$ cat src/verilog/mact_pkg.sv
// Package: operation codes, instruction fields and latency figures
package mact_pkg;

  // ----------------------------------------------------------------
  // Operations
  // ----------------------------------------------------------------
  typedef enum logic [4:0] {
    OP_OTHER,
    OP_PRODUCT_32BIT,
    OP_PRODUCT_ACCUMULATE_32BIT,
    OP_SIGNED_LONG_PRODUCT,
    OP_SIGNED_LONG_PRODUCT_ACC,
    OP_UNSIGNED_LONG_PRODUCT,
    OP_UNSIGNED_LONG_PRODUCT_ACC,
    OP_SIGNED_HALF_PRODUCT,
    OP_SIGNED_HALF_PRODUCT_ACC,
    OP_SIGNED_WORD_HALF_PRODUCT,
    OP_SIGNED_WORD_HALF_ACC,
    OP_SIGNED_HALF_LONG_ACC,
    OP_ACC_PRODUCT_ADD,
    OP_ACC_HALF_PRODUCT_ADD,
    OP_ACC_PACKED_HALF_ADD,
    OP_ACC_LOAD_FROM_REGS,
    OP_ACC_READ_TO_REGS
  } mact_op_t;

  // ----------------------------------------------------------------
  // Sizes and field positions
  // ----------------------------------------------------------------
  localparam int unsigned REG_IDX_W   = 5;
  localparam int unsigned NUM_SRC     = 3;
  localparam int unsigned NUM_ENTRIES = 17;
  localparam int unsigned WAIT_W      = 3;
  localparam logic [REG_IDX_W-1:0] ACC_ENTRY = 5'h10;
  localparam int unsigned ET_TOP         = 31;
  localparam int unsigned ET_WIDE_LSB    = 15;
  localparam int unsigned ET_NARROW_LSB  = 27;
  localparam int unsigned ACC_WIDE_LSB   = 16;
  localparam int unsigned ACC_NARROW_LSB = 28;

  // ----------------------------------------------------------------
  // Latencies in core cycles
  // ----------------------------------------------------------------
  localparam logic [WAIT_W-1:0] WAIT_OPEN    = 3'h1;
  localparam logic [WAIT_W-1:0] LATE_PEN     = 3'h1;
  localparam logic [WAIT_W-1:0] OTHER_ISS    = 3'h1;
  localparam logic [WAIT_W-1:0] MUL_RES_BASE = 3'h2;
  localparam logic [WAIT_W-1:0] MUL_RSC_BASE = 3'h1;
  localparam logic [WAIT_W-1:0] MUL_S_BASE   = 3'h2;
  localparam logic [WAIT_W-1:0] LONG_ACC_ISS = 3'h2;
  localparam logic [WAIT_W-1:0] LONG_LO_BASE = 3'h2;
  localparam logic [WAIT_W-1:0] LONG_S_BASE  = 3'h3;
  localparam logic [WAIT_W-1:0] HI_GAP       = 3'h1;
  localparam logic [WAIT_W-1:0] HALF_RES     = 3'h2;
  localparam logic [WAIT_W-1:0] HALF_RSC     = 3'h1;
  localparam logic [WAIT_W-1:0] WHALF_RES    = 3'h3;
  localparam logic [WAIT_W-1:0] WHALF_RSC    = 3'h2;
  localparam logic [WAIT_W-1:0] HLONG_ISS    = 3'h2;
  localparam logic [WAIT_W-1:0] ACC_BASE     = 3'h1;
  localparam logic [WAIT_W-1:0] ACC_HALF     = 3'h1;
  localparam logic [WAIT_W-1:0] ACC_PACKED   = 3'h2;
  localparam logic [WAIT_W-1:0] ACC_LOAD     = 3'h2;
  localparam logic [WAIT_W-1:0] ACC_READ_LO  = 3'h2;
  localparam logic [WAIT_W-1:0] ACC_READ_RSC = 3'h2;

  typedef struct packed {
    mact_op_t                          op;
    logic                              s;
    logic [31:0]                       opnd;
    logic [REG_IDX_W-1:0]              dlo;
    logic [REG_IDX_W-1:0]              dhi;
    logic [NUM_SRC-1:0][REG_IDX_W-1:0] src;
    logic [NUM_SRC-1:0]                sv;
    logic [NUM_SRC-1:0]                late;
  } mact_instr_t;

  typedef struct packed {
    logic [WAIT_W-1:0] iss;
    logic [WAIT_W-1:0] lo;
    logic [WAIT_W-1:0] hi;
    logic [WAIT_W-1:0] rsc;
    logic              unit;
    logic              wr_lo;
    logic              wr_hi;
    logic              acc_rd;
    logic              acc_wr;
  } mact_lat_t;

endpackage

$ cat src/verilog/mact_timing.sv
// Multiply and accumulator issue timing interlock
`timescale 1ns/1ps
module mact_timing
  import mact_pkg::*;
(
  input  wire logic                 sys_clk,
  input  wire logic                 resetn,
  input  wire logic                 instr_valid,
  input  wire mact_op_t             instr_op,
  input  wire logic                 flag_update,
  input  wire logic [31:0]          multiplier_operand,
  input  wire logic [REG_IDX_W-1:0] dest_low_word,
  input  wire logic [REG_IDX_W-1:0] dest_high_word,
  input  wire logic [REG_IDX_W-1:0] src_a_idx,
  input  wire logic [REG_IDX_W-1:0] src_b_idx,
  input  wire logic [REG_IDX_W-1:0] src_c_idx,
  input  wire logic [NUM_SRC-1:0]   src_valid,
  input  wire logic [NUM_SRC-1:0]   src_late,
  output logic                      instr_ready,
  output logic                      issue_fire,
  output mact_op_t                  issue_op
);

  typedef struct packed {
    mact_instr_t [1:0]                       q;
    logic [1:0]                              cnt;
    logic                                    ready;
    logic                                    fire;
    mact_op_t                                fop;
    logic [WAIT_W-1:0]                       issue_wait;
    logic [WAIT_W-1:0]                       mul_wait;
    logic [NUM_ENTRIES-1:0][WAIT_W-1:0]      reg_wait;
  } mact_state_t;

  mact_state_t st;
  mact_state_t next_st;
  mact_instr_t cur;
  mact_instr_t inc;
  mact_lat_t   lat;
  logic [1:0]  cls;
  logic        dep_ok;
  logic        issue_now;
  logic        push;
  logic [1:0]  slot;

  // ----------------------------------------------------------------
  // Early termination class of the multiplier operand
  // ----------------------------------------------------------------
  function automatic logic [1:0] et_class(input mact_op_t op,
                                          input logic [31:0] v);
    logic uns, w0, w1;
    uns = op inside {OP_UNSIGNED_LONG_PRODUCT, OP_UNSIGNED_LONG_PRODUCT_ACC};
    if (op == OP_ACC_PRODUCT_ADD) begin
      w0 = (&v[ET_TOP:ACC_WIDE_LSB]) | ~(|v[ET_TOP:ACC_WIDE_LSB]);
      w1 = (&v[ET_TOP:ACC_NARROW_LSB]) | ~(|v[ET_TOP:ACC_NARROW_LSB]);
    end else begin
      // Unsigned forms treat all-ones as a large value, not as -1
      w0 = ~(|v[ET_TOP:ET_WIDE_LSB])
         | (!uns & (&v[ET_TOP:ET_WIDE_LSB]));
      w1 = ~(|v[ET_TOP:ET_NARROW_LSB])
         | (!uns & (&v[ET_TOP:ET_NARROW_LSB]));
    end
    et_class = w0 ? 2'h0 : (w1 ? 2'h1 : 2'h2);
  endfunction

  // ----------------------------------------------------------------
  // Latency table
  // ----------------------------------------------------------------
  function automatic mact_lat_t lat_of(input mact_op_t op,
                                       input logic s,
                                       input logic [1:0] c);
    mact_lat_t         l;
    logic [WAIT_W-1:0] cx;
    cx = {1'b0, c};
    l = '0;
    l.iss = OTHER_ISS;
    l.unit = (op != OP_OTHER);
    case (op)
      OP_PRODUCT_32BIT, OP_PRODUCT_ACCUMULATE_32BIT: begin
        l.wr_lo = 1'b1;
        if (s) begin
          l.iss = MUL_S_BASE + cx;
          l.lo = l.iss;
          l.rsc = l.iss;
        end else begin
          l.lo = MUL_RES_BASE + cx;
          l.rsc = MUL_RSC_BASE + cx;
        end
      end
      OP_SIGNED_LONG_PRODUCT, OP_SIGNED_LONG_PRODUCT_ACC,
      OP_UNSIGNED_LONG_PRODUCT, OP_UNSIGNED_LONG_PRODUCT_ACC: begin
        l.wr_lo = 1'b1;
        l.wr_hi = 1'b1;
        if (s) begin
          l.iss = LONG_S_BASE + cx;
          l.lo = l.iss;
          l.hi = l.iss;
          l.rsc = l.iss;
        end else begin
          if (op inside {OP_SIGNED_LONG_PRODUCT_ACC,
                         OP_UNSIGNED_LONG_PRODUCT_ACC}) begin
            l.iss = LONG_ACC_ISS;
          end
          l.lo = LONG_LO_BASE + cx;
          l.hi = l.lo + HI_GAP;
          l.rsc = l.lo;
        end
      end
      OP_SIGNED_HALF_PRODUCT, OP_SIGNED_HALF_PRODUCT_ACC: begin
        l.wr_lo = 1'b1;
        l.lo = HALF_RES;
        l.rsc = HALF_RSC;
      end
      OP_SIGNED_WORD_HALF_PRODUCT, OP_SIGNED_WORD_HALF_ACC: begin
        l.wr_lo = 1'b1;
        l.lo = WHALF_RES;
        l.rsc = WHALF_RSC;
      end
      OP_SIGNED_HALF_LONG_ACC: begin
        l.wr_lo = 1'b1;
        l.wr_hi = 1'b1;
        l.iss = HLONG_ISS;
        l.lo = LONG_LO_BASE;
        l.hi = l.lo + HI_GAP;
        l.rsc = HLONG_ISS;
      end
      OP_ACC_PRODUCT_ADD, OP_ACC_HALF_PRODUCT_ADD,
      OP_ACC_PACKED_HALF_ADD: begin
        l.acc_rd = 1'b1;
        l.acc_wr = 1'b1;
        l.lo = (op == OP_ACC_PRODUCT_ADD)      ? ACC_BASE + cx
             : (op == OP_ACC_HALF_PRODUCT_ADD) ? ACC_HALF
             : ACC_PACKED;
        l.rsc = l.lo;
      end
      OP_ACC_LOAD_FROM_REGS: begin
        l.acc_wr = 1'b1;
        l.iss = ACC_LOAD;
        l.lo = ACC_LOAD;
        l.rsc = ACC_LOAD;
      end
      OP_ACC_READ_TO_REGS: begin
        l.acc_rd = 1'b1;
        l.wr_lo = 1'b1;
        l.wr_hi = 1'b1;
        l.lo = ACC_READ_LO;
        l.hi = l.lo + HI_GAP;
        l.rsc = ACC_READ_RSC;
      end
      default: begin
        l.unit = 1'b0;
      end
    endcase
    lat_of = l;
  endfunction

  // ----------------------------------------------------------------
  // Next state
  // ----------------------------------------------------------------
  always_comb begin
    next_st = st;
    inc = '{instr_op, flag_update, multiplier_operand,
            dest_low_word, dest_high_word,
            {src_c_idx, src_b_idx, src_a_idx}, src_valid, src_late};
    cur = st.q[0];
    cls = et_class(cur.op, cur.opnd);
    lat = lat_of(cur.op, cur.s, cls);
    // A late consumer needs the counter one lower than a plain one
    dep_ok = 1'b1;
    for (int i = 0; i < NUM_SRC; i++) begin
      if (cur.sv[i] && st.reg_wait[cur.src[i]] >
          (cur.late[i] ? WAIT_OPEN - LATE_PEN : WAIT_OPEN)) begin
        dep_ok = 1'b0;
      end
    end
    if (lat.acc_rd && st.reg_wait[ACC_ENTRY] > WAIT_OPEN) begin
      dep_ok = 1'b0;
    end
    issue_now = (st.cnt != 2'h0) && dep_ok
              && (st.issue_wait <= WAIT_OPEN)
              && (!lat.unit || st.mul_wait <= WAIT_OPEN);
    next_st.issue_wait = st.issue_wait - {2'h0, |st.issue_wait};
    next_st.mul_wait = st.mul_wait - {2'h0, |st.mul_wait};
    for (int e = 0; e < NUM_ENTRIES; e++) begin
      next_st.reg_wait[e] = st.reg_wait[e] - {2'h0, |st.reg_wait[e]};
    end
    if (issue_now) begin
      next_st.issue_wait = lat.iss;
      if (lat.unit) begin
        next_st.mul_wait = lat.rsc;
      end
      if (lat.acc_wr) begin
        next_st.reg_wait[ACC_ENTRY] = lat.lo;
      end
      if (lat.wr_lo) begin
        next_st.reg_wait[cur.dlo] = lat.lo;
      end
      if (lat.wr_hi) begin
        next_st.reg_wait[cur.dhi] = lat.hi;
      end
      next_st.q[0] = st.q[1];
    end
    // Two slots keep one issue per cycle behind a registered ready
    push = instr_valid && st.ready;
    slot = st.cnt - {1'b0, issue_now};
    if (push) begin
      next_st.q[slot[0]] = inc;
    end
    next_st.cnt = slot + {1'b0, push};
    next_st.ready = (next_st.cnt != 2'h2);
    next_st.fire = issue_now;
    next_st.fop = cur.op;
  end

  always_ff @(posedge sys_clk or negedge resetn) begin
    if (!resetn) begin
      st <= '0;
    end else begin
      st <= next_st;
    end
  end

  assign instr_ready = st.ready;
  assign issue_fire  = st.fire;
  assign issue_op    = st.fop;
endmodule

$ cat config.mk
export PLATFORM = sky130hd
export DESIGN_NAME = mact_timing
export DESIGN_NICKNAME = d
export VERILOG_FILES = /design/src/verilog/mact_pkg.sv /design/src/verilog/mact_timing.sv
export SDC_FILE = /design/constraint.sdc
export NUM_CORES = 1
export LEC_CHECK = 0
export BUFFER_PORTS_ARGS = -buffer_cell sky130_fd_sc_hd__buf_2
export CAP_MARGIN = 20
export CORE_UTILIZATION = 50
export CTS_BUF_LIST = sky130_fd_sc_hd__clkbuf_8
export DETAILED_ROUTE_END_ITERATION = 6
export PLACE_DENSITY = 0.7
export SYNTH_ARGS = -nofsm -noshare
export SYNTH_HDL_FRONTEND = slang
export SYNTH_SLANG_ARGS = --single-unit
$ cat constraint.sdc
create_clock -name sys_clk -period 6.8 [get_ports sys_clk]
set_clock_uncertainty 0.2 [all_clocks]
set_input_delay 1.36 -clock sys_clk [delete_from_list [all_inputs] [get_ports sys_clk]]
set_output_delay 1.36 -clock sys_clk [all_outputs]
set_load 0.01 [all_outputs]
# --- After elaboration in Yosys (flattened, before gate mapping) ---
# Cells that the tools add are included.
word_totals:
  inputBits: 72
  word_cells: 219
  mem_count: 0
  mem_bits_rw: 0
  latchBits: 0
  out_inout_bits: 7
  rom_bits: 0
  regBits: 204
op_classes:
  reduce_logical: 59
  addsub: 25
  bitwise_logic: 10
  shift: 0
  multipliers: 0
  mux: 50
  n_div: 0
  magnitude_cmp: 15
  eq_ne: 17
ops:
  columns: ["op", "n"]
  rows:
  - ["$mux W69", 3]
  - ["$mux W51", 3]
  - ["$bwmux W138", 1]
  - ["$bwmux W51", 2]
  - ["$demux W69 S1", 1]
  - ["$reduce_or A3 Y1", 20]
  - ["$mux W57", 1]
  - ["$sub A3 B1 Y3", 19]
  - ["$bmux W3 S5", 3]
  - ["$eq A5 B4 Y1 const B", 8]
  - ["$mux W3", 11]
  - ["$reduce_or A16 Y1", 2]
  - ["$demux W3 S5", 2]
  - ["$lt A5 B6 Y1 const B", 5]
  - ["$pmux W3 S5", 2]
  - ["$eq A5 B3 Y1 const B", 4]
  - ["$reduce_and A17 Y1", 1]
  - ["$reduce_or A17 Y1", 1]
  - ["$reduce_and A16 Y1", 1]
  - ["$reduce_or A4 Y1", 4]
  - ["$reduce_or A5 Y1", 3]
  - ["$mux W1", 14]
  - ["$mux W12", 1]
  - ["$reduce_or A12 Y1", 1]
  - ["other kinds (30)", 63]

# --- Logic depth before layout (Yosys ltp) ---
logic_depth:
  word_depth: 20
  depth_mapped: 23
  depth_no_buf: 17

# --- Worst setup path before layout ---
# Ideal clock, no wire load.
synth_path:
  path_type: "register to register"
  from: "reg st (netlist bit cur[8])"
  to: "reg st[135] (netlist bit)"
  required_ns: 6.475
  setup_time_ns: 0.125
  stages_incl_launch_ff: 23
  n_path_buf: 7
  synth_period_minus_slack_ns: 5.604
  path_slack_ns: 1.196
  arrival_ns: 5.280
  cell_sequence: "dfrtp_1 clkbuf_1 mux4_2 mux4_2 nor2b_1 a31oi_1 ha_1 or2_1 o2111a_1 a311oi_1 and4_1 clkbuf_2 or4_1 buf_6 clkinv_8 buf_12 buf_4 ha_1 inv_1 ha_1 clkbuf_1 clkbuf_1 mux2_2"
synth_via:
  elab_chain_len: 17
  elab_cells_between_ends: 18
  classes_between: "add/sub (1); order compare (3); mux (9); reduce/logical (5)"
synth_rtl:
  columns: ["item", "line", "rtl"]
  rows:
  - ["from (decl)", "mact_timing.sv:35", "mact_state_t st;"]
  - ["from (signal assigned)", "mact_timing.sv:219", "st <= next_st;"]
  - ["$bmux W3 S5 (*)", "mact_timing.sv:171", "if (cur.sv[i] && st.reg_wait[cur.src[i]] >"]
  - ["$mux W3 (not written as such) (*)", "mact_timing.sv:171", null]
  - ["$gt A3 B1 Y1 (*)", "mact_timing.sv:171", null]
  - ["$logic_and A1 B1 Y1 (*)", "mact_timing.sv:171", null]
  - ["$mux W1 (*) (3 in a row)", "mact_timing.sv:171", null]
  - ["$mux W1 (*)", "mact_timing.sv:176", "if (lat.acc_rd && st.reg_wait[ACC_ENTRY] > WAIT_OPEN) begin"]
  - ["$logic_and A1 B1 Y1 (*)", "mact_timing.sv:179", "issue_now = (st.cnt != 2'h0) && dep_ok"]
  - ["$logic_and A1 B1 Y1 (*)", "mact_timing.sv:180", "&& (st.issue_wait <= WAIT_OPEN)"]
  - ["$logic_and A1 B1 Y1 (*)", "mact_timing.sv:181", "&& (!lat.unit || st.mul_wait <= WAIT_OPEN);"]
  - ["via issue_now", "mact_timing.sv:42", "logic issue_now;"]
  - ["$sub A2 B1 Y2 (*)", "mact_timing.sv:205", "slot = st.cnt - {1'b0, issue_now};"]
  - ["$lt A1 B2 Y1 (not written as such) / $ge A1 B1 Y1 (equally long branches)", "mact_timing.sv:207", "next_st.q[slot[0]] = inc;"]
  - ["$logic_and A1 B1 Y1 (not written as such)", "mact_timing.sv:207", null]
  - ["$mux W69 (not written as such)", "mact_timing.sv:207", null]
  - ["$demux W69 S1 (*)", "mact_timing.sv:207", null]
  - ["$bwmux W138 (*)", "mact_timing.sv:207", null]
# The timed path passes the listed nets; every way through them passes the cells marked *. The select of a mux whose other input is x is not followed.
# A chain may end at the register's enable or synchronous reset.

# --- Worst setup path after layout ---
layout_path:
  from: "reg st (netlist bit cur[11])"
  to: "reg st[198] (netlist bit)"
layout_via:
  elab_chain_len: 16
  elab_cells_between_ends: 17
  classes_between: "add/sub (1); order compare (3); mux (8); reduce/logical (5)"
layout_rtl:
  columns: ["item", "line"]
  rows:
  - ["$bmux W3 S5 (*)", "mact_timing.sv:171"]
  - ["$mux W3 (not written as such) (*)", "mact_timing.sv:171"]
  - ["$gt A3 B1 Y1 (*)", "mact_timing.sv:171"]
  - ["$logic_and A1 B1 Y1 (*)", "mact_timing.sv:171"]
  - ["$mux W1 (*) (2 in a row)", "mact_timing.sv:171"]
  - ["$mux W1 (*)", "mact_timing.sv:176"]
  - ["$logic_and A1 B1 Y1 (*)", "mact_timing.sv:179"]
  - ["$logic_and A1 B1 Y1 (*)", "mact_timing.sv:180"]
  - ["$logic_and A1 B1 Y1 (*)", "mact_timing.sv:181"]
  - ["$sub A2 B1 Y2 (*)", "mact_timing.sv:205"]
  - ["$lt A1 B2 Y1 (not written as such) / $ge A1 B1 Y1 (equally long branches)", "mact_timing.sv:207"]
  - ["$logic_and A1 B1 Y1 (not written as such)", "mact_timing.sv:207"]
  - ["$mux W69 (not written as such)", "mact_timing.sv:207"]
  - ["$demux W69 S1 (*)", "mact_timing.sv:207"]
  - ["$bwmux W138 (*)", "mact_timing.sv:207"]
# Every way passes the cells marked *; elsewhere a longest branch is shown, timed or not. The select of a mux whose other input is x is not followed.

==> impl_metrics.py <==
metrics = {
    "cts": {
        "clkLatencyLatePin_ns": 0.49,
        "root_buffer": "clkbuf_8",
        "ctsResizeCount": 0,
        "cts_inserted_buffers": 17,
        "h-tree-depth": 4,
        "cts_setup_buffers": 0,
        "cts_hold_buffers": 0,
        "cts_tree": "done",
        "path_clk_slew_ns": 0.11,
        "cts.sinks": 174,
        "clk_path_buf_depth": 2,
    },
    "placement": {
        "dpl_cell_area_sq_um": 11520,
        "dp_worst_setup_slack_ns": 0.6168,
        "hpwlAfterDp_mm": 21.18,
        "io_buffer_count": 63,
        "finalWeightedCongestion": 0.9584,
    },
    "yosys": {
        "synth_cell_types": 83,
        "seq_area_frac_synth_pct": 39.03,
        "ys_top_cells_by_area": "dfrtp_1 (39%), mux2_2 (5.5%), mux4_2 (5.2%), ha_1 (5.2%), mux2i_1 (5.0%)",
        "synth-edff-count": 0,
        "syn_area_per_cell_sq_um": 9.847,
        "synthFlopType": "dfrtp_1",
        "synth_nets": 1251,
        "synthCells": 1133,
        "ys_async_sr_fraction_pct": 100.0,
        "yosys.area.top_type_share_pct": 39.03,
        "yosys.area.top_type": "dfrtp_1",
        "yosys_warnings": 0,
        "synth_area_sq_um": 11160,
        "synth_most_common_cell": "dfrtp_1",
        "yosys_register_bits": 174,
        "synth_common_cells": "dfrtp_1 (174), nand2_1 (112), o21ai_1 (73)",
    },
    "setup_path": {
        "endpoint_kind": "register",
        "crit_required_ns": 6.97,
        "cp_slowest_cell": "or4_2",
        "path_buf_inv": 3,
        "rr_startpoint": "cur[11]$_DFF_PN0_",
        "slowest_delay_ns": 0.71,
        "reg2regPathDepth": 16,
        "setup.worst_path.start_class": "register",
        "arrival_ns": 6.32,
        "worst-setup-path-type": "reg -> reg",
        "r2r-end": "st[198]$_DFFE_PN0P_",
        "cp_cell_sequence": "mux4_2 > mux4_2 > nor2b_1 > a31oi_1 > ha_1 > nor2_1 > a2111oi_0 > o221a_2 > nand2_1 > or4_2 > clkinv_8 > ha_1 > inv_1 > ha_2 > buf_4 > mux2_2",
        "r2r_setup_slack_ns": 0.65,
        "crit_family": "compound AO/OA/AOI/OAI gates",
        "crit_fanout": 26,
    },
    "drt": {
        "route.vias.total": 9236,
        "ant_nets": 0,
        "drc_errors": 0,
        "vias_per_cell": 6.401,
        "first_pass_iters": 5,
        "wl_per_cell_microns": 20.98,
        "drt_iter0_drc": 935,
        "wirelength_mm": 30.28,
    },
    "power_and_ir_drop": {
        "p_per_area_nw_per_um2": 546.8,
        "p_clk_share_pct": 11.4,
        "intPower_uw": 3428,
        "vdd_ir_drop_max_mv": 0.3757,
        "p_comb_share_pct": 55.3,
        "p_sw_uw": 3108,
        "p_leak_uw": 0.004761,
        "swShare_pct": 47.55,
        "pwr-share-seq_pct": 33.4,
    },
    "floorplan": {
        "rows": 54,
        "dieArea_sq_um": 22920,
        "die_w_microns": 151.4,
        "io-pin-count": 79,
        "core_sq_um": 21820,
        "initial_core_util_pct": 51.12,
        "chipHeight_microns": 151.4,
    },
    "worst_hold_path": {
        "hold_end": "st[138]$_DFFE_PN0P_",
        "holdPathStages": 1,
        "min_path_type": "reg -> reg",
        "hp-start": "st[138]$_DFFE_PN0P_",
    },
    "sta": {
        "worstMarginPinSlew_ns": 1.140,
        "setup_violations": 0,
        "fmax_mhz": 162.6,
        "finalHoldViolCount": 0,
        "relSlewSlack_pct": 23.72,
        "period_needed_ns": 6.151,
        "layout_setup_ws_ns": 0.6488,
        "fin_crit_sh_pct": 90.46,
        "drv_slew": 0,
        "rsz0062_at_grt": "false",
        "fin_setup_tns_ns": 0,
    },
    "global_route": {
        "antenna_found_initial": 0,
        "grt_pass1_wl_mm": 47.41,
        "grt_max_degree": 109,
        "grt_pass1_vias": 8614,
        "grt_use_total_pct": 27.41,
        "overflow": 0,
        "gr-usage-met3_pct": 4.247,
        "grt_use_met1_pct": 37.31,
        "met2_usage_pct": 42.21,
        "busiest_layer": "met2",
    },
    "layout": {
        "area_growth_pct": 7.144,
        "final_area_sq_um": 11950,
        "final_util_pct": 54.78,
        "layout.nets": 1268,
        "antenna_cells": 0,
        "drive_gt1_share_pct": 19.09,
    },
    "flow_run": {
        "max-cap-violations": 0,
    },
    "run_status": {
        "status": "finished, final reports clean",
    },
}
-- sequential cells by signal (all words and copies together), names as in the netlist --
name / count
cur: 54
instr_ready: 1
issue_fire: 1
issue_op: 5
st: 113
-- kinds of logic (layout without fill, tap and decap cells) --
group,Yosys count,count (layout),synth area share [%]
and+or+nand+nor,318,318,14.10
adders and majority gates,47,47,5.248
muxes,136,136,15.72
xor gates and xnor gates,24,24,1.884
buffers and inverters,138,168,6.146
DFF,174,174,39.03
AOI/OAI and AO/OA,296,296,17.88
-- power groups by stage --
stage	sequential, uW	clock [uW]	combinational [uW]
4_1_cts	2170	762	3540
3_3_place_gp	2170	0	3440
5_1_grt	2250	797	3920
3_5_place_dp	2190	0	3530
6_report	2180	744	3610
2_1_floorplan	1870	0	2890
-- worst max-delay path by stage --
stage | from | end | slack [ns] | cells past startpoint
5_1_grt | cur[11]$_DFF_PN0_ | st[193]$_DFFE_PN0P_ | 0.48 | 16
4_1_cts | cur[11]$_DFF_PN0_ | cur[19]$_DFF_PN0_ | 0.59 | 14
6_report | cur[11]$_DFF_PN0_ | st[198]$_DFFE_PN0P_ | 0.65 | 16
3_3_place_gp | cur[11]$_DFF_PN0_ | cur[47]$_DFF_PN0_ | 0.68 | 14
3_5_place_dp | cur[11]$_DFF_PN0_ | cur[19]$_DFF_PN0_ | 0.62 | 14
2_1_floorplan | cur[8]$_DFF_PN0_ | st[135]$_DFFE_PN0P_ | 1.20 | 22
-- area by class of cell --
cell class	count	area, sq um
Sequential cell	174	4354
Fill cell	1927	9869
Multi-Input combinational cell	821	6136
Timing Repair Buffer	84	499.2
Inverter	52	207.7
Clock buffer	17	234.0
Tap cell	280	350.3
Clock inverter	15	172.7
-- through the flow --
stage                     total power (uW)  instances  hold slack (ns)
after global placement                5605       1407           0.2892
after global routing                  6968       1443           0.3339
after CTS                             6474       1441           0.3117
after floorplan                       4762       1133           0.1487
after detailed placement              5723       1409           0.2928
final                                 6536       1443           0.3186
-- per-layer routing --
metal,part of all wire [%],wire (microns)
met2,47,14260
met5,0,0
met4,4.2,1281
met3,7.1,2137
met1,42,12600
-- cell usage in the layout (no fill, tap or decap), types with 16 or more instances in the layout --
cell | synthesis | final
o211ai_1 | 17 | 17
nand3_1 | 30 | 30
dfrtp_1 | 174 | 174
mux4_2 | 26 | 26
mux2_2 | 54 | 54
o21ai_0 | 19 | 19
a211oi_1 | 17 | 17
clkbuf_8 | 0 | 17
ha_1 | 46 | 45
buf_4 | 8 | 16
mux2i_1 | 56 | 56
nor2_1 | 62 | 62
a21oi_1 | 20 | 20
nand2_1 | 112 | 112
o22ai_1 | 25 | 25
o21ai_1 | 73 | 73
xnor2_1 | 18 | 18
buf_2 | 10 | 64
nor3_1 | 18 | 18
inv_1 | 49 | 49
a22oi_1 | 33 | 33
Note: power is estimated with default switching activity, not from simulation.
